`src/hdl/twm_pkg.sv`:
```
// package: register map, status codes, timing and carrier types for the two-wire master receiver
package twm_pkg;

    // *****************************
    // register offsets
    // *****************************
    localparam logic [1:0] ADDR_CONTROL = 2'h0;
    localparam logic [1:0] ADDR_STATUS  = 2'h1;
    localparam logic [1:0] ADDR_DATA    = 2'h2;

    // *****************************
    // control field positions
    // *****************************
    localparam int CTL_DONE_BIT  = 7;
    localparam int CTL_ACKEN_BIT = 6;
    localparam int CTL_START_BIT = 5;
    localparam int CTL_STOP_BIT  = 4;
    localparam int CTL_WCOL_BIT  = 3;
    localparam int CTL_EN_BIT    = 2;
    localparam int CTL_IRQEN_BIT = 0;

    // *****************************
    // reset values
    // *****************************
    localparam logic [7:0] CONTROL_RESET = 8'h00;
    localparam logic [7:0] DATA_RESET    = 8'hff;
    localparam logic [4:0] STATUS_RESET  = 5'h1f;

    // *****************************
    // status codes, upper five bits of the status register
    // *****************************
    localparam logic [7:0] ST_START      = 8'h08;
    localparam logic [7:0] ST_RSTART     = 8'h10;
    localparam logic [7:0] ST_WADDR_ACK  = 8'h18;
    localparam logic [7:0] ST_WADDR_NACK = 8'h20;
    localparam logic [7:0] ST_ARB_LOST   = 8'h38;
    localparam logic [7:0] ST_RADDR_ACK  = 8'h40;
    localparam logic [7:0] ST_RADDR_NACK = 8'h48;
    localparam logic [7:0] ST_DATA_ACK   = 8'h50;
    localparam logic [7:0] ST_DATA_NACK  = 8'h58;
    localparam logic [7:0] ST_IDLE       = 8'hf8;

    // *****************************
    // bus timing
    // *****************************
    localparam int CLK_HZ        = 20000000;
    localparam int SCL_HALF_NS   = 5000;
    localparam int SCL_HALF_CYC  = (SCL_HALF_NS * (CLK_HZ / 1000000)) / 1000;
    localparam int BUS_FREE_NS   = 5000;
    localparam int BUS_FREE_CYC  = (BUS_FREE_NS * (CLK_HZ / 1000000) + 999) / 1000;

    // *****************************
    // carrier types
    // *****************************
    typedef struct packed {
        logic [1:0] addr;
        logic [7:0] wdata;
        logic       wr;
        logic       rd;
    } twm_reg_req_t;

    typedef struct packed {
        logic scl_oe;
        logic sda_oe;
    } twm_pin_drive_t;

endpackage

```
`src/hdl/twm_master_rx.sv`:
```
// two-wire master receiver: register port, command sequencer and bit engine
//
// Functional notes
// - start issued only when bus is free
// - after start: flag set, status 0x08
// - address direction bit selects receive or transmit
// - after read address: flag, status 0x38/0x40/0x48
// - received byte readable while flag set
// - stop request sends stop, self clears
// - start request gives repeated start, status 0x10
// - write address after 0x10 enters transmit mode
// - 0x38 clear without start releases bus
// - 0x38 clear with start waits free bus
// - 0x40 clear receives byte, ack per enable
// - 0x48 clear: restart, stop, or stop+start
// - 0x50 clear receives next byte
// - 0x58 clear: restart, stop, or stop+start
// - start and stop: stop then start
// - flag cleared by writing one only; here the enable bit must be written one too
// - data write with flag low sets collision
//
// Our own choices: the register addresses and the address-and-strobe port.
`timescale 1ns/1ps
module twm_master_rx #(
    parameter int HALF_CYC = twm_pkg::SCL_HALF_CYC,
    parameter int FREE_CYC = twm_pkg::BUS_FREE_CYC
) (
    // clock and reset
    input  wire logic       core_clk_i,
    input  wire logic       reset_i,
    // register port
    input  wire logic [1:0] reg_addr_i,
    input  wire logic [7:0] reg_wdata_i,
    input  wire logic       reg_wr_i,
    input  wire logic       reg_rd_i,
    output logic      [7:0] reg_rdata_o,
    // two-wire pins
    input  wire logic       scl_i,
    output logic            scl_o,
    output logic            scl_oe_o,
    input  wire logic       sda_i,
    output logic            sda_o,
    output logic            sda_oe_o,
    // mode
    output logic            master_tx_mode_o
);

    // *****************************
    // state
    // *****************************
    typedef enum logic [6:0] {
        TWM_IDLE  = 7'b0000001,
        TWM_WFREE = 7'b0000010,
        TWM_START = 7'b0000100,
        TWM_BITS  = 7'b0001000,
        TWM_STOP  = 7'b0010000,
        TWM_HOLD  = 7'b0100000,
        TWM_RSTRT = 7'b1000000
    } twm_state_t;

    twm_pkg::twm_reg_req_t     req;
    twm_pkg::twm_pin_drive_t   drv_q;
    twm_pkg::twm_pin_drive_t   drv_d;
    twm_state_t  state_q, state_d;
    logic [7:0]  ctl_q, ctl_d;
    logic [4:0]  stat_q, stat_d;
    logic [7:0]  data_q, data_d;
    logic [7:0]  rdata_q, rdata_d;
    logic [3:0]  bit_q, bit_d;
    logic [1:0]  phase_q, phase_d;
    logic [7:0]  tmr_q, tmr_d;
    logic        is_addr_q, is_addr_d;
    logic        rx_q, rx_d;
    logic        txm_q, txm_d;
    logic        then_start_q, then_start_d;
    logic [1:0]  pins_s;
    logic        busy, free, scl_rise;
    logic        ctl_wr, flag_clr, tick;

    assign req = '{addr: reg_addr_i, wdata: reg_wdata_i, wr: reg_wr_i, rd: reg_rd_i};

    twm_sync #(
        .WIDTH (2)
    ) u_sync (
        .core_clk_i (core_clk_i),
        .reset_i    (reset_i),
        .async_i    ({scl_i, sda_i}),
        .sync_o     (pins_s)
    );

    twm_bus_watch #(
        .FREE_CYC (FREE_CYC)
    ) u_watch (
        .core_clk_i (core_clk_i),
        .reset_i    (reset_i),
        .scl_i      (pins_s[1]),
        .sda_i      (pins_s[0]),
        .busy_o     (busy),
        .free_o     (free),
        .scl_rise_o (scl_rise)
    );

    assign ctl_wr   = req.wr && req.addr == twm_pkg::ADDR_CONTROL;
    // writing zero to the flag has no effect
    assign flag_clr = ctl_wr && req.wdata[twm_pkg::CTL_DONE_BIT]
                      && req.wdata[twm_pkg::CTL_EN_BIT];
    assign tick     = (tmr_q == 8'h00);

    // *****************************
    // next state
    // *****************************
    always_comb
    begin
        state_d      = state_q;
        ctl_d        = ctl_q;
        stat_d       = stat_q;
        data_d       = data_q;
        bit_d        = bit_q;
        phase_d      = phase_q;
        is_addr_d    = is_addr_q;
        rx_d         = rx_q;
        txm_d        = txm_q;
        then_start_d = then_start_q;
        drv_d        = drv_q;
        tmr_d        = tick ? 8'(HALF_CYC - 1) : tmr_q - 8'h01;
        rdata_d      = 8'h00;

        // register writes; flag bit kept, only hardware sets it
        if (ctl_wr)
        begin
            ctl_d = {ctl_q[7], req.wdata[6:4], ctl_q[3], req.wdata[2], 1'b0,
                     req.wdata[0]};
            if (flag_clr)
            begin
                ctl_d[twm_pkg::CTL_DONE_BIT] = 1'b0;
                ctl_d[twm_pkg::CTL_WCOL_BIT] = 1'b0;
            end
        end
        if (req.wr && req.addr == twm_pkg::ADDR_DATA)
        begin
            if (ctl_q[twm_pkg::CTL_DONE_BIT])
                data_d = req.wdata;
            else
                ctl_d[twm_pkg::CTL_WCOL_BIT] = 1'b1;
        end
        if (req.rd)
        begin
            case (req.addr)
                twm_pkg::ADDR_CONTROL: rdata_d = ctl_q;
                twm_pkg::ADDR_STATUS:  rdata_d = {stat_q, 3'b000};
                twm_pkg::ADDR_DATA:    rdata_d = data_q;
                default:               rdata_d = 8'h00;
            endcase
        end

        case (state_q)
            TWM_IDLE:
            begin
                drv_d = '{scl_oe: 1'b0, sda_oe: 1'b0};
                if (flag_clr && req.wdata[twm_pkg::CTL_START_BIT])
                    state_d = TWM_WFREE;
            end
            TWM_WFREE:
            begin
                if (free && !busy)
                begin
                    state_d = TWM_START;
                    tmr_d   = 8'(HALF_CYC - 1);
                    phase_d = 2'd0;
                end
            end
            TWM_START, TWM_RSTRT:
            begin
                // release both, then pull data low with clock high, then clock low
                if (tick)
                begin
                    phase_d = phase_q + 2'd1;
                    case (phase_q)
                        2'd0: drv_d = '{scl_oe: 1'b0, sda_oe: 1'b0};
                        2'd1: drv_d = '{scl_oe: 1'b0, sda_oe: 1'b1};
                        default:
                        begin
                            drv_d  = '{scl_oe: 1'b1, sda_oe: 1'b1};
                            ctl_d[twm_pkg::CTL_DONE_BIT] = 1'b1;
                            stat_d = (state_q == TWM_START) ? twm_pkg::ST_START[7:3]
                                     : twm_pkg::ST_RSTART[7:3];
                            is_addr_d = 1'b1;
                            state_d   = TWM_HOLD;
                        end
                    endcase
                end
            end
            TWM_HOLD:
            begin
                drv_d.scl_oe = 1'b1;
                // data let go only once the clock is already low, never beside its edge
                drv_d.sda_oe = 1'b0;
                if (flag_clr)
                begin
                    phase_d = 2'd0;
                    bit_d   = 4'd0;
                    if (req.wdata[twm_pkg::CTL_STOP_BIT])
                    begin
                        then_start_d = req.wdata[twm_pkg::CTL_START_BIT];
                        state_d      = TWM_STOP;
                    end
                    else if (stat_q == twm_pkg::ST_ARB_LOST[7:3])
                        // release if no start is pending; with one, wait for a free bus with the clock still held low
                        state_d = req.wdata[twm_pkg::CTL_START_BIT] ? TWM_WFREE
                                  : TWM_IDLE;
                    else if (req.wdata[twm_pkg::CTL_START_BIT])
                        state_d = TWM_RSTRT;
                    else if (stat_q == twm_pkg::ST_RADDR_NACK[7:3]
                             || stat_q == twm_pkg::ST_DATA_NACK[7:3])
                        state_d = TWM_HOLD;
                    else
                    begin
                        // address after a start, else a data byte
                        rx_d    = !is_addr_q;
                        if (is_addr_q)
                            txm_d = !data_q[0];
                        state_d = TWM_BITS;
                    end
                end
            end
            TWM_BITS:
            begin
                // phase 0: set data with clock low; 1: release clock; 2: sample
                if (tick)
                begin
                    case (phase_q)
                        2'd0:
                        begin
                            if (bit_q == 4'd8)
                                drv_d.sda_oe = rx_q && ctl_q[twm_pkg::CTL_ACKEN_BIT];
                            else
                                drv_d.sda_oe = !rx_q && !data_q[7];
                            phase_d = 2'd1;
                        end
                        2'd1:
                        begin
                            // data settled a tick before the clock rises
                            drv_d.scl_oe = 1'b0;
                            // wait for clock to rise; slave may stretch
                            if (pins_s[1])
                                phase_d = 2'd2;
                        end
                        default:
                        begin
                            drv_d.scl_oe = 1'b1;
                            phase_d      = 2'd0;
                            bit_d        = bit_q + 4'd1;
                            if (bit_q != 4'd8)
                                data_d = {data_q[6:0], pins_s[0]};
                            else
                            begin
                                ctl_d[twm_pkg::CTL_DONE_BIT] = 1'b1;
                                is_addr_d = 1'b0;
                                state_d   = TWM_HOLD;
                                if (is_addr_q && txm_q)
                                    stat_d = pins_s[0] ? twm_pkg::ST_WADDR_NACK[7:3]
                                             : twm_pkg::ST_WADDR_ACK[7:3];
                                else if (is_addr_q)
                                    stat_d = pins_s[0] ? twm_pkg::ST_RADDR_NACK[7:3]
                                             : twm_pkg::ST_RADDR_ACK[7:3];
                                else
                                    stat_d = ctl_q[twm_pkg::CTL_ACKEN_BIT]
                                             ? twm_pkg::ST_DATA_ACK[7:3]
                                             : twm_pkg::ST_DATA_NACK[7:3];
                            end
                        end
                    endcase
                    // arbitration: released data line seen low
                    if (phase_q == 2'd2 && !drv_q.sda_oe && !pins_s[0] && bit_q != 4'd8
                        && !rx_q)
                    begin
                        drv_d   = '{scl_oe: 1'b0, sda_oe: 1'b0};
                        ctl_d[twm_pkg::CTL_DONE_BIT] = 1'b1;
                        stat_d  = twm_pkg::ST_ARB_LOST[7:3];
                        state_d = TWM_HOLD;
                    end
                end
            end
            TWM_STOP:
            begin
                if (tick)
                begin
                    phase_d = phase_q + 2'd1;
                    case (phase_q)
                        2'd0: drv_d = '{scl_oe: 1'b1, sda_oe: 1'b1};
                        2'd1: drv_d = '{scl_oe: 1'b0, sda_oe: 1'b1};
                        default:
                        begin
                            drv_d = '{scl_oe: 1'b0, sda_oe: 1'b0};
                            ctl_d[twm_pkg::CTL_STOP_BIT] = 1'b0;
                            stat_d  = twm_pkg::ST_IDLE[7:3];
                            state_d = then_start_q ? TWM_WFREE : TWM_IDLE;
                            then_start_d = 1'b0;
                        end
                    endcase
                end
            end
            default: state_d = TWM_IDLE;
        endcase

        // disabled interface releases the bus
        if (!ctl_d[twm_pkg::CTL_EN_BIT])
        begin
            state_d = TWM_IDLE;
            drv_d   = '{scl_oe: 1'b0, sda_oe: 1'b0};
        end
    end

    // *****************************
    // registers
    // *****************************
    always_ff @(posedge core_clk_i)
    begin
        if (reset_i)
        begin
            state_q      <= TWM_IDLE;
            ctl_q        <= twm_pkg::CONTROL_RESET;
            stat_q       <= twm_pkg::STATUS_RESET;
            data_q       <= twm_pkg::DATA_RESET;
            rdata_q      <= 8'h00;
            bit_q        <= 4'd0;
            phase_q      <= 2'd0;
            tmr_q        <= 8'h00;
            is_addr_q    <= 1'b0;
            rx_q         <= 1'b0;
            txm_q        <= 1'b0;
            then_start_q <= 1'b0;
            drv_q        <= '{scl_oe: 1'b0, sda_oe: 1'b0};
        end
        else
        begin
            state_q      <= state_d;
            ctl_q        <= ctl_d;
            stat_q       <= stat_d;
            data_q       <= data_d;
            rdata_q      <= rdata_d;
            bit_q        <= bit_d;
            phase_q      <= phase_d;
            tmr_q        <= tmr_d;
            is_addr_q    <= is_addr_d;
            rx_q         <= rx_d;
            txm_q        <= txm_d;
            then_start_q <= then_start_d;
            drv_q        <= drv_d;
        end
    end

    // *****************************
    // outputs
    // *****************************
    // open drain: outputs always low, enables from flops
    assign reg_rdata_o      = rdata_q;
    assign scl_o            = 1'b0;
    assign sda_o            = 1'b0;
    assign scl_oe_o         = drv_q.scl_oe;
    assign sda_oe_o         = drv_q.sda_oe;
    assign master_tx_mode_o = txm_q;

endmodule

```
`src/hdl/twm_sync.sv`:
```
// two-flop synchroniser for the serial clock and data pins
`timescale 1ns/1ps
module twm_sync #(
    parameter int WIDTH = 2
) (
    // clock and reset
    input  wire logic             core_clk_i,
    input  wire logic             reset_i,
    // asynchronous levels in, synchronous levels out
    input  wire logic [WIDTH-1:0] async_i,
    output logic      [WIDTH-1:0] sync_o
);

    logic [WIDTH-1:0] meta_q;
    logic [WIDTH-1:0] meta_d;
    logic [WIDTH-1:0] sync_q;
    logic [WIDTH-1:0] sync_d;

    // idle bus lines are high, so reset to high
    always_comb
    begin
        meta_d = async_i;
        sync_d = meta_q;
    end

    always_ff @(posedge core_clk_i)
    begin
        if (reset_i)
        begin
            meta_q <= '1;
            sync_q <= '1;
        end
        else
        begin
            meta_q <= meta_d;
            sync_q <= sync_d;
        end
    end

    assign sync_o = sync_q;

endmodule

```
`src/hdl/twm_bus_watch.sv`:
```
// bus watcher: start and stop detection, busy tracking and free-time counting
`timescale 1ns/1ps
module twm_bus_watch #(
    parameter int FREE_CYC = twm_pkg::BUS_FREE_CYC
) (
    // clock and reset
    input  wire logic core_clk_i,
    input  wire logic reset_i,
    // synchronised line levels
    input  wire logic scl_i,
    input  wire logic sda_i,
    // bus state
    output logic      busy_o,
    output logic      free_o,
    output logic      scl_rise_o
);

    logic       scl_prev_q;
    logic       sda_prev_q;
    logic       busy_q;
    logic [7:0] free_cnt_q;
    logic       scl_prev_d;
    logic       sda_prev_d;
    logic       busy_d;
    logic [7:0] free_cnt_d;

    always_comb
    begin
        scl_prev_d = scl_i;
        sda_prev_d = sda_i;
        busy_d     = busy_q;
        // start: data falls while clock high; stop: data rises while clock high
        if (scl_i && scl_prev_q && sda_prev_q && !sda_i)
            busy_d = 1'b1;
        else if (scl_i && scl_prev_q && !sda_prev_q && sda_i)
            busy_d = 1'b0;
        if (busy_d || !scl_i || !sda_i)
            free_cnt_d = 8'h00;
        else if (free_cnt_q != 8'(FREE_CYC))
            free_cnt_d = free_cnt_q + 8'h01;
        else
            free_cnt_d = free_cnt_q;
    end

    always_ff @(posedge core_clk_i)
    begin
        if (reset_i)
        begin
            scl_prev_q <= 1'b1;
            sda_prev_q <= 1'b1;
            busy_q     <= 1'b0;
            free_cnt_q <= 8'h00;
        end
        else
        begin
            scl_prev_q <= scl_prev_d;
            sda_prev_q <= sda_prev_d;
            busy_q     <= busy_d;
            free_cnt_q <= free_cnt_d;
        end
    end

    assign busy_o     = busy_q;
    assign free_o     = (free_cnt_q == 8'(FREE_CYC));
    assign scl_rise_o = scl_i && !scl_prev_q;

endmodule

```
`config.mk`:
```
export PLATFORM = sky130hd
export DESIGN_NAME = twm_master_rx
export DESIGN_NICKNAME = d
export VERILOG_FILES = /design/src/hdl/twm_pkg.sv /design/src/hdl/twm_master_rx.sv /design/src/hdl/twm_sync.sv /design/src/hdl/twm_bus_watch.sv
export SDC_FILE = /design/constraint.sdc
export NUM_CORES = 1
export LEC_CHECK = 0
export BUFFER_PORTS_ARGS = -buffer_cell sky130_fd_sc_hd__clkbuf_2
export CORE_AREA = 5 5 90 108
export DETAILED_ROUTE_END_ITERATION = 6
export DIE_AREA = 0 0 95 113
export PLACE_DENSITY = 0.72
export SYNTH_ARGS = -nofsm -noshare
export SYNTH_HDL_FRONTEND = slang
export SYNTH_SLANG_ARGS = --single-unit
```
`constraint.sdc`:
```
create_clock -name core_clk_i -period 2.25 [get_ports core_clk_i]
set_input_delay 0 -clock core_clk_i [delete_from_list [all_inputs] [get_ports core_clk_i]]
set_output_delay 0 -clock core_clk_i [all_outputs]
set_load 0.02 [all_outputs]
```
After elaboration in Yosys (flattened, before gate mapping)
Index checks and enable logic that the tools add are counted.
{ "totals": {"ff_bits": 70, "input_bits": 16, "output_inout_bits": 13, "wordCells": 213} }
{ "op_classes": {"add_sub_neg": 4, "n_eq_ne": 35, "muxes": 92, "bitwise_logic": 6, "n_reduce_logical": 55} }
{ "op_table": {"columns": ["cell", "n"], "rows": [
  ["$mux 7", 14],
  ["$mux 8", 10],
  ["$pmux 7 s6", 1],
  ["$mux 5", 8],
  ["$mux 1", 28],
  ["$mux 2", 13],
  ["$pmux 8 s3", 1],
  ["$ne 2x2->1 const B", 11],
  ["$logic_and 1x1->1", 18],
  ["$reduce_and 6->1", 3],
  ["$mux 4", 4],
  ["$pmux 5 s3", 1],
  ["$reduce_and 5->1", 3],
  ["$ne 3x3->1 const B", 4],
  ["$pmux 2 s2", 3],
  ["$eq 5x4->1 const B", 2],
  ["$pmux 2 s5", 1],
  ["$reduce_and 10->1", 1],
  ["$reduce_or 2->1", 5],
  ["$logic_not 1->1", 9],
  ["$add 8x1->8 const B", 1],
  ["$eq 8x7->1 const B", 1],
  ["$logic_not 8->1", 1],
  ["$ne 8x7->1 const B", 1],
  ["other kinds (33)", 48]
]} }

Logic depth before layout (Yosys ltp)
{ "depth": {"ltp_word": 11, "mapped_depth": 9, "depth_no_buf": 8} }

By module
From an unflattened synthesis, not the netlist that was laid out.
{ "unflattened": {"hier_cells": 442, "hier_area_um2": 3877.5} }
{ "modules_own_cells": {"columns": ["module", "n_inst", "cells_per_inst", "area_per_inst_um2", "seq_area_each_um2"], "rows": [
  ["twm_master_rx", 1, 374, 3218.1, 1101.1],
  ["twm_bus_watch", 1, 60, 554.3, 220.2],
  ["twm_sync", 1, 8, 105.1, 80.1]
]} }

Worst setup path after synthesis
OpenSTA, ideal clock, no wires.
{ "synth_path": {"kind": "register to register", "startpoint": "register phase_q[0]", "endpoint": "register stat_q[4]", "setup_ps": 117, "t_arrival_ps": 2036, "required_ps": 2133, "setup_slack_ps": 97, "stages_incl_launch_ff": 9, "n_path_buf": 0, "period_less_slack_ps": 2153, "path_cell_list": "dfxtp_1 -> inv_1 -> ha_1 -> or4b_4 -> o211ai_4 -> nand2_2 -> a21o_4 -> or2_2 -> o22a_1"} }
{ "synth_via": {"elab_chain_len": 8, "word_cells_on_any_way": 16, "cone_classes": "eq/ne: 6; mux: 3; reduce/logical: 7"} }
{ "synth_lines": {"columns": ["item", "line", "rtl"], "rows": [
  ["start: declaration", "twm_master_rx.sv:70", "logic [1:0] phase_q, phase_d;"],
  ["start signal: assignment", "twm_master_rx.sv:343", "phase_q <= phase_d;"],
  ["$eq 2x2->1", "twm_master_rx.sv:274", "if (phase_q == 2'd2 && !drv_q.sda_oe && !pins_s[0] && bit_q != 4'd8"],
  ["$logic_and 1x1->1 (3 in series)", "twm_master_rx.sv:274", null],
  ["$logic_and 1x1->1", "twm_master_rx.sv:275", "&& !rx_q)"],
  ["$mux 5", "twm_master_rx.sv:274", null],
  ["$mux 5", "twm_master_rx.sv:229", "if (tick)"],
  ["$pmux 5 s3", "twm_master_rx.sv:156", "case (state_q)"],
  ["end signal: assignment", "twm_master_rx.sv:323", "stat_q <= twm_pkg::STATUS_RESET;"],
  ["end signal: assignment", "twm_master_rx.sv:339", "stat_q <= stat_d;"],
  ["end: declaration", "twm_master_rx.sv:66", "logic [4:0] stat_q, stat_d;"]
]} }
Parallel ways exist; a longest one is shown, timed or not. The select of a mux whose other input is x is not followed.
A chain may end at the register's enable or synchronous reset.

==> results by group <==
Drt
  – Vias: 3373
  – Mean routed wirelength per cell: between 15 and 20 um
  – Via/cell ratio: about 5.4
  – Drt first pass iters: 4
  – Starting DRT DRC Count: roughly 140
  – Antenna Violating Nets Remaining: 0
  – Total Wirelength: 9470 um
  – DR DRC count: 0

Clock tree
  – Root buf cell: clkbuf_8
  – CTS tree: done
  – Clock Tree Buf Depth: 2
  – Worst skew pair latency: 0.36 ns
  – CTS clk-pin slew, worst paths: about 0.090 ns
  – H-tree Lvls: 3
  – CTS Buf Count: 9
  – Clock sinks: 70

Worst setup path
  – Required @ worst endpoint: 2.54 ns
  – R2R depth: 8
  – Critical Path AT: approximately 2.5 ns
  – CP Capture Type: register
  – CP Launch Type: register
  – Reg-to-Reg End: tmr_q[1]$_SDFF_PP0_
  – R2R Setup Slk: approximately 0.024 ns
  – RR Startpoint: phase_q[0]$_SDFFE_PP0P_
  – Worst-path fanout max: 6
  – Setup CP Type: reg2reg

Placement
  – Placed cells: slightly below 600
  – Dpl hpwl: 7050 um
  – Port bufs: 26
  – Pre-CTS setup slack: -0.0162 ns
  – Placer Congestion: between 0.8 and 0.9

Global routing
  – Vias in the first global route: 3275
  – M1 GR Usage: 0.220
  – Global-route wire length before repair: 15400 um
  – Remaining Overflow, GRT: 0
  – Met3 usage in global routing: 0.0326
  – Met2 usage: 0.315
  – Largest net degree at the start of global routing: 40
  – Initial antenna violation count: 0
  – Global routing's busiest layer: met2
  – Tot GR Track Use: 0.181

Power
  – P_leak: 0.00179 uW
  – Power Dens Cells: 633 nW/um^2
  – Worst-case vdd ir drop: 665 uV

Cells and area
  – Commonest cells after routing, fill and taps aside: nor2_1 (68), dfxtp_1 (65), buf_4 (43), a21oi_1 (26), clkbuf_2 (26)
  – P&R area growth vs syn: 21.2%
  – Final nets: approximately 530
  – Non-Filler Instances: roughly 620
  – Layout cell share with drive strength beyond 1: 0.278
  – Commonest non-fill, non-tap cell in the layout: nor2_1
  – FILL cells: about 800
  – ANT cells: 0

Logic synthesis
  – Post-synthesis sequential area ratio: 0.366
  – Top_reg_cell synth: dfxtp_1
  – Synthesized instance count: 441
  – Async set-reset flop share out of synthesis: 0
  – Yosys cell types: 74
  – YS warnings: 0
  – Post-synth EDFFs: 0
  – Avg Cell Area, Syn: 8.67 um^2
  – Seq cells post-synth: 70
  – Mapped Area: 3820 um^2

STA
  – Final period util: 0.990
  – Max-slew violation count: 0
  – Final setup viols: 0
  – Final hold violations: 0
  – Worst Tran Pin Value: 0.798 ns
  – Clk_skew: 0.0160 ns
  – RSZ-0062 raised after global routing: yes
  – Hold_ws: 0.0191 ns
  – Slew HR: 0.462
  – Worst setup margin: approximately 0.024 ns
  – Min Clock Period, post-route: 2.23 ns
  – Fin Setup TNS: 0 ns
  – Max Fclk: 449 MHz

Floorplanning
  – I/O pin count: 29
  – Row Count: 37
  – Chip width: around 95 um
  – Chip height: 113 um
  – Initial Util: 0.449
  – Core area: 8520 um^2
  – Die ar.: about 11000 um^2

Worst hold path
  – Worst hold path cell count: 4
  – Hold Crit Endpoint: data_q[1]$_SDFF_PP1_
  – Hold Startpoint: reg_wdata_i[1]
  – Hold Path Class: in2reg

Run status
  – Outcome: complete, no violations

Flow run
  – MaxCap Viol Count: 0
worst max-delay path, cell delays in order, from the launching register on:
cell and delay (ns):
dfxtp_2 0.32, inv_2 0.08, ha_4 0.12, or4b_4 0.49, o211ai_4 0.21, nand2_2 0.09, a21o_4 0.27, or3_4 0.43
a21oi_1 0.16
state kept, by name, summed over array words and instances, names as in the netlist, 2 cells and up:
signal	count
data_q	8
reg_rdata_o	8
tmr_q	8
u_watch.free_cnt_q	8
ctl_q	7
state_q	7
stat_q	5
bit_q	4
phase_q	2
u_sync.meta_q	2
u_sync.sync_o	2
where the power goes:
part | internal, uW | leakage (uW) | switching (uW)
clock | 513 | 0.0000956 | 515
combinational | 245 | 0.00112 | 265
sequential | 1320 | 0.000572 | 78.6
metal layers:
layer / routed length (um) / vias to the layer above
met5: 0 / -
met4: 168 / 0
li1: - / 1690
met3: 391 / 14
met2: 4760 / 61
met1: 4150 / 1608
synth_stat cells, drive strengths merged (2+ instances only):
master / count / share of area
nand4: 5 / 0.0082
a2111oi: 2 / 0.0062
o31ai: 3 / 0.0072
nor2b: 5 / 0.0082
nor4: 11 / 0.024
a211oi: 7 / 0.018
nor4b: 2 / 0.010
a31oi: 8 / 0.013
mux2i: 17 / 0.044
nor3b: 5 / 0.014
or2: 11 / 0.018
nand3: 10 / 0.013
or4b: 2 / 0.0062
o22ai: 2 / 0.0033
o211ai: 5 / 0.013
nand2b: 5 / 0.0082
a21oi: 28 / 0.038
ha: 9 / 0.029
nor2: 69 / 0.068
inv: 15 / 0.015
o21bai: 8 / 0.016
dfxtp: 70 / 0.37
xor2: 12 / 0.027
mux2: 9 / 0.026
buf: 13 / 0.020
o21ai: 17 / 0.022
nor3: 13 / 0.021
o22a: 2 / 0.0046
or3: 9 / 0.016
nand3b: 4 / 0.0079
xnor2: 8 / 0.018
and2: 2 / 0.0033
and3: 5 / 0.0082
nand2: 15 / 0.015
clkbuf: 13 / 0.013
nand4b: 5 / 0.013
area by class of cell:
cell class | instances | area (um^2) | share of cell area
multi-input combinational | 331 | 2310 | 0.499
sequential | 70 | 1410 | 0.304
timing repair buffer | 75 | 513 | 0.111
tap | 117 | 146 | 0.0316
clock buffer | 9 | 124 | 0.0267
clock inverter | 7 | 72.6 | 0.0157
inverter | 15 | 56.3 | 0.0121
through the flow:
step / total power, uW / area [um^2] / utilization
floorplan: 1750 / 3830 / -
global placement: 1850 / 4250 / 0.499
finish: 2930 / 4640 / 0.544
CTS: 2910 / 4520 / 0.530
global route: 3070 / 4640 / 0.544
detailed placement: 1880 / 4250 / 0.499
what timing repair did:
| action | in CTS | in global routing |
|---|---|---|
| hold buffers | 6 | 0 |
| pin swaps | 0 | 10 |
| setup buffers | 0 | 7 |
| cloned | 0 | 0 |
| endpoints found under the setup margin | 6 | 24 |
| endpoints found under the hold margin | 6 | 0 |
| resized for setup | 3 | 17 |
kinds of logic (layout without fill, tap and decap cells):
kind of cell | Yosys count | after routing | synth area share
buffers and inverters | 41 | 106 | 0.0478
DFF | 70 | 70 | 0.366
adders and majority gates | 9 | 9 | 0.0294
AOI/OAI and AO/OA | 92 | 92 | 0.167
other | 1 | 2 | 0.000980
and+or+nand+nor | 182 | 182 | 0.272
muxes | 26 | 26 | 0.0710
xor gates and xnor gates | 20 | 20 | 0.0458
worst max path at each step:
stage,startpoint,end,slack (ns),depth (start not counted)
6_report,phase_q[0]$_SDFFE_PP0P_,tmr_q[1]$_SDFF_PP0_,0.02,8
5_1_grt,phase_q[0]$_SDFFE_PP0P_,tmr_q[1]$_SDFF_PP0_,-0.03,8
4_1_cts,u_watch.free_cnt_q[1]$_SDFFE_PP0P_,phase_q[1]$_SDFFE_PP0P_,0.008,9
3_5_place_dp,state_q[2]$_SDFFE_PP0P_,stat_q[1]$_SDFFE_PP1P_,-0.02,7
3_3_place_gp,state_q[2]$_SDFFE_PP0P_,stat_q[2]$_SDFFE_PP1P_,0.04,7
2_1_floorplan,phase_q[0]$_SDFFE_PP0P_,stat_q[4]$_SDFFE_PP1P_,0.1,8
Power figures use the tool's default switching activity.
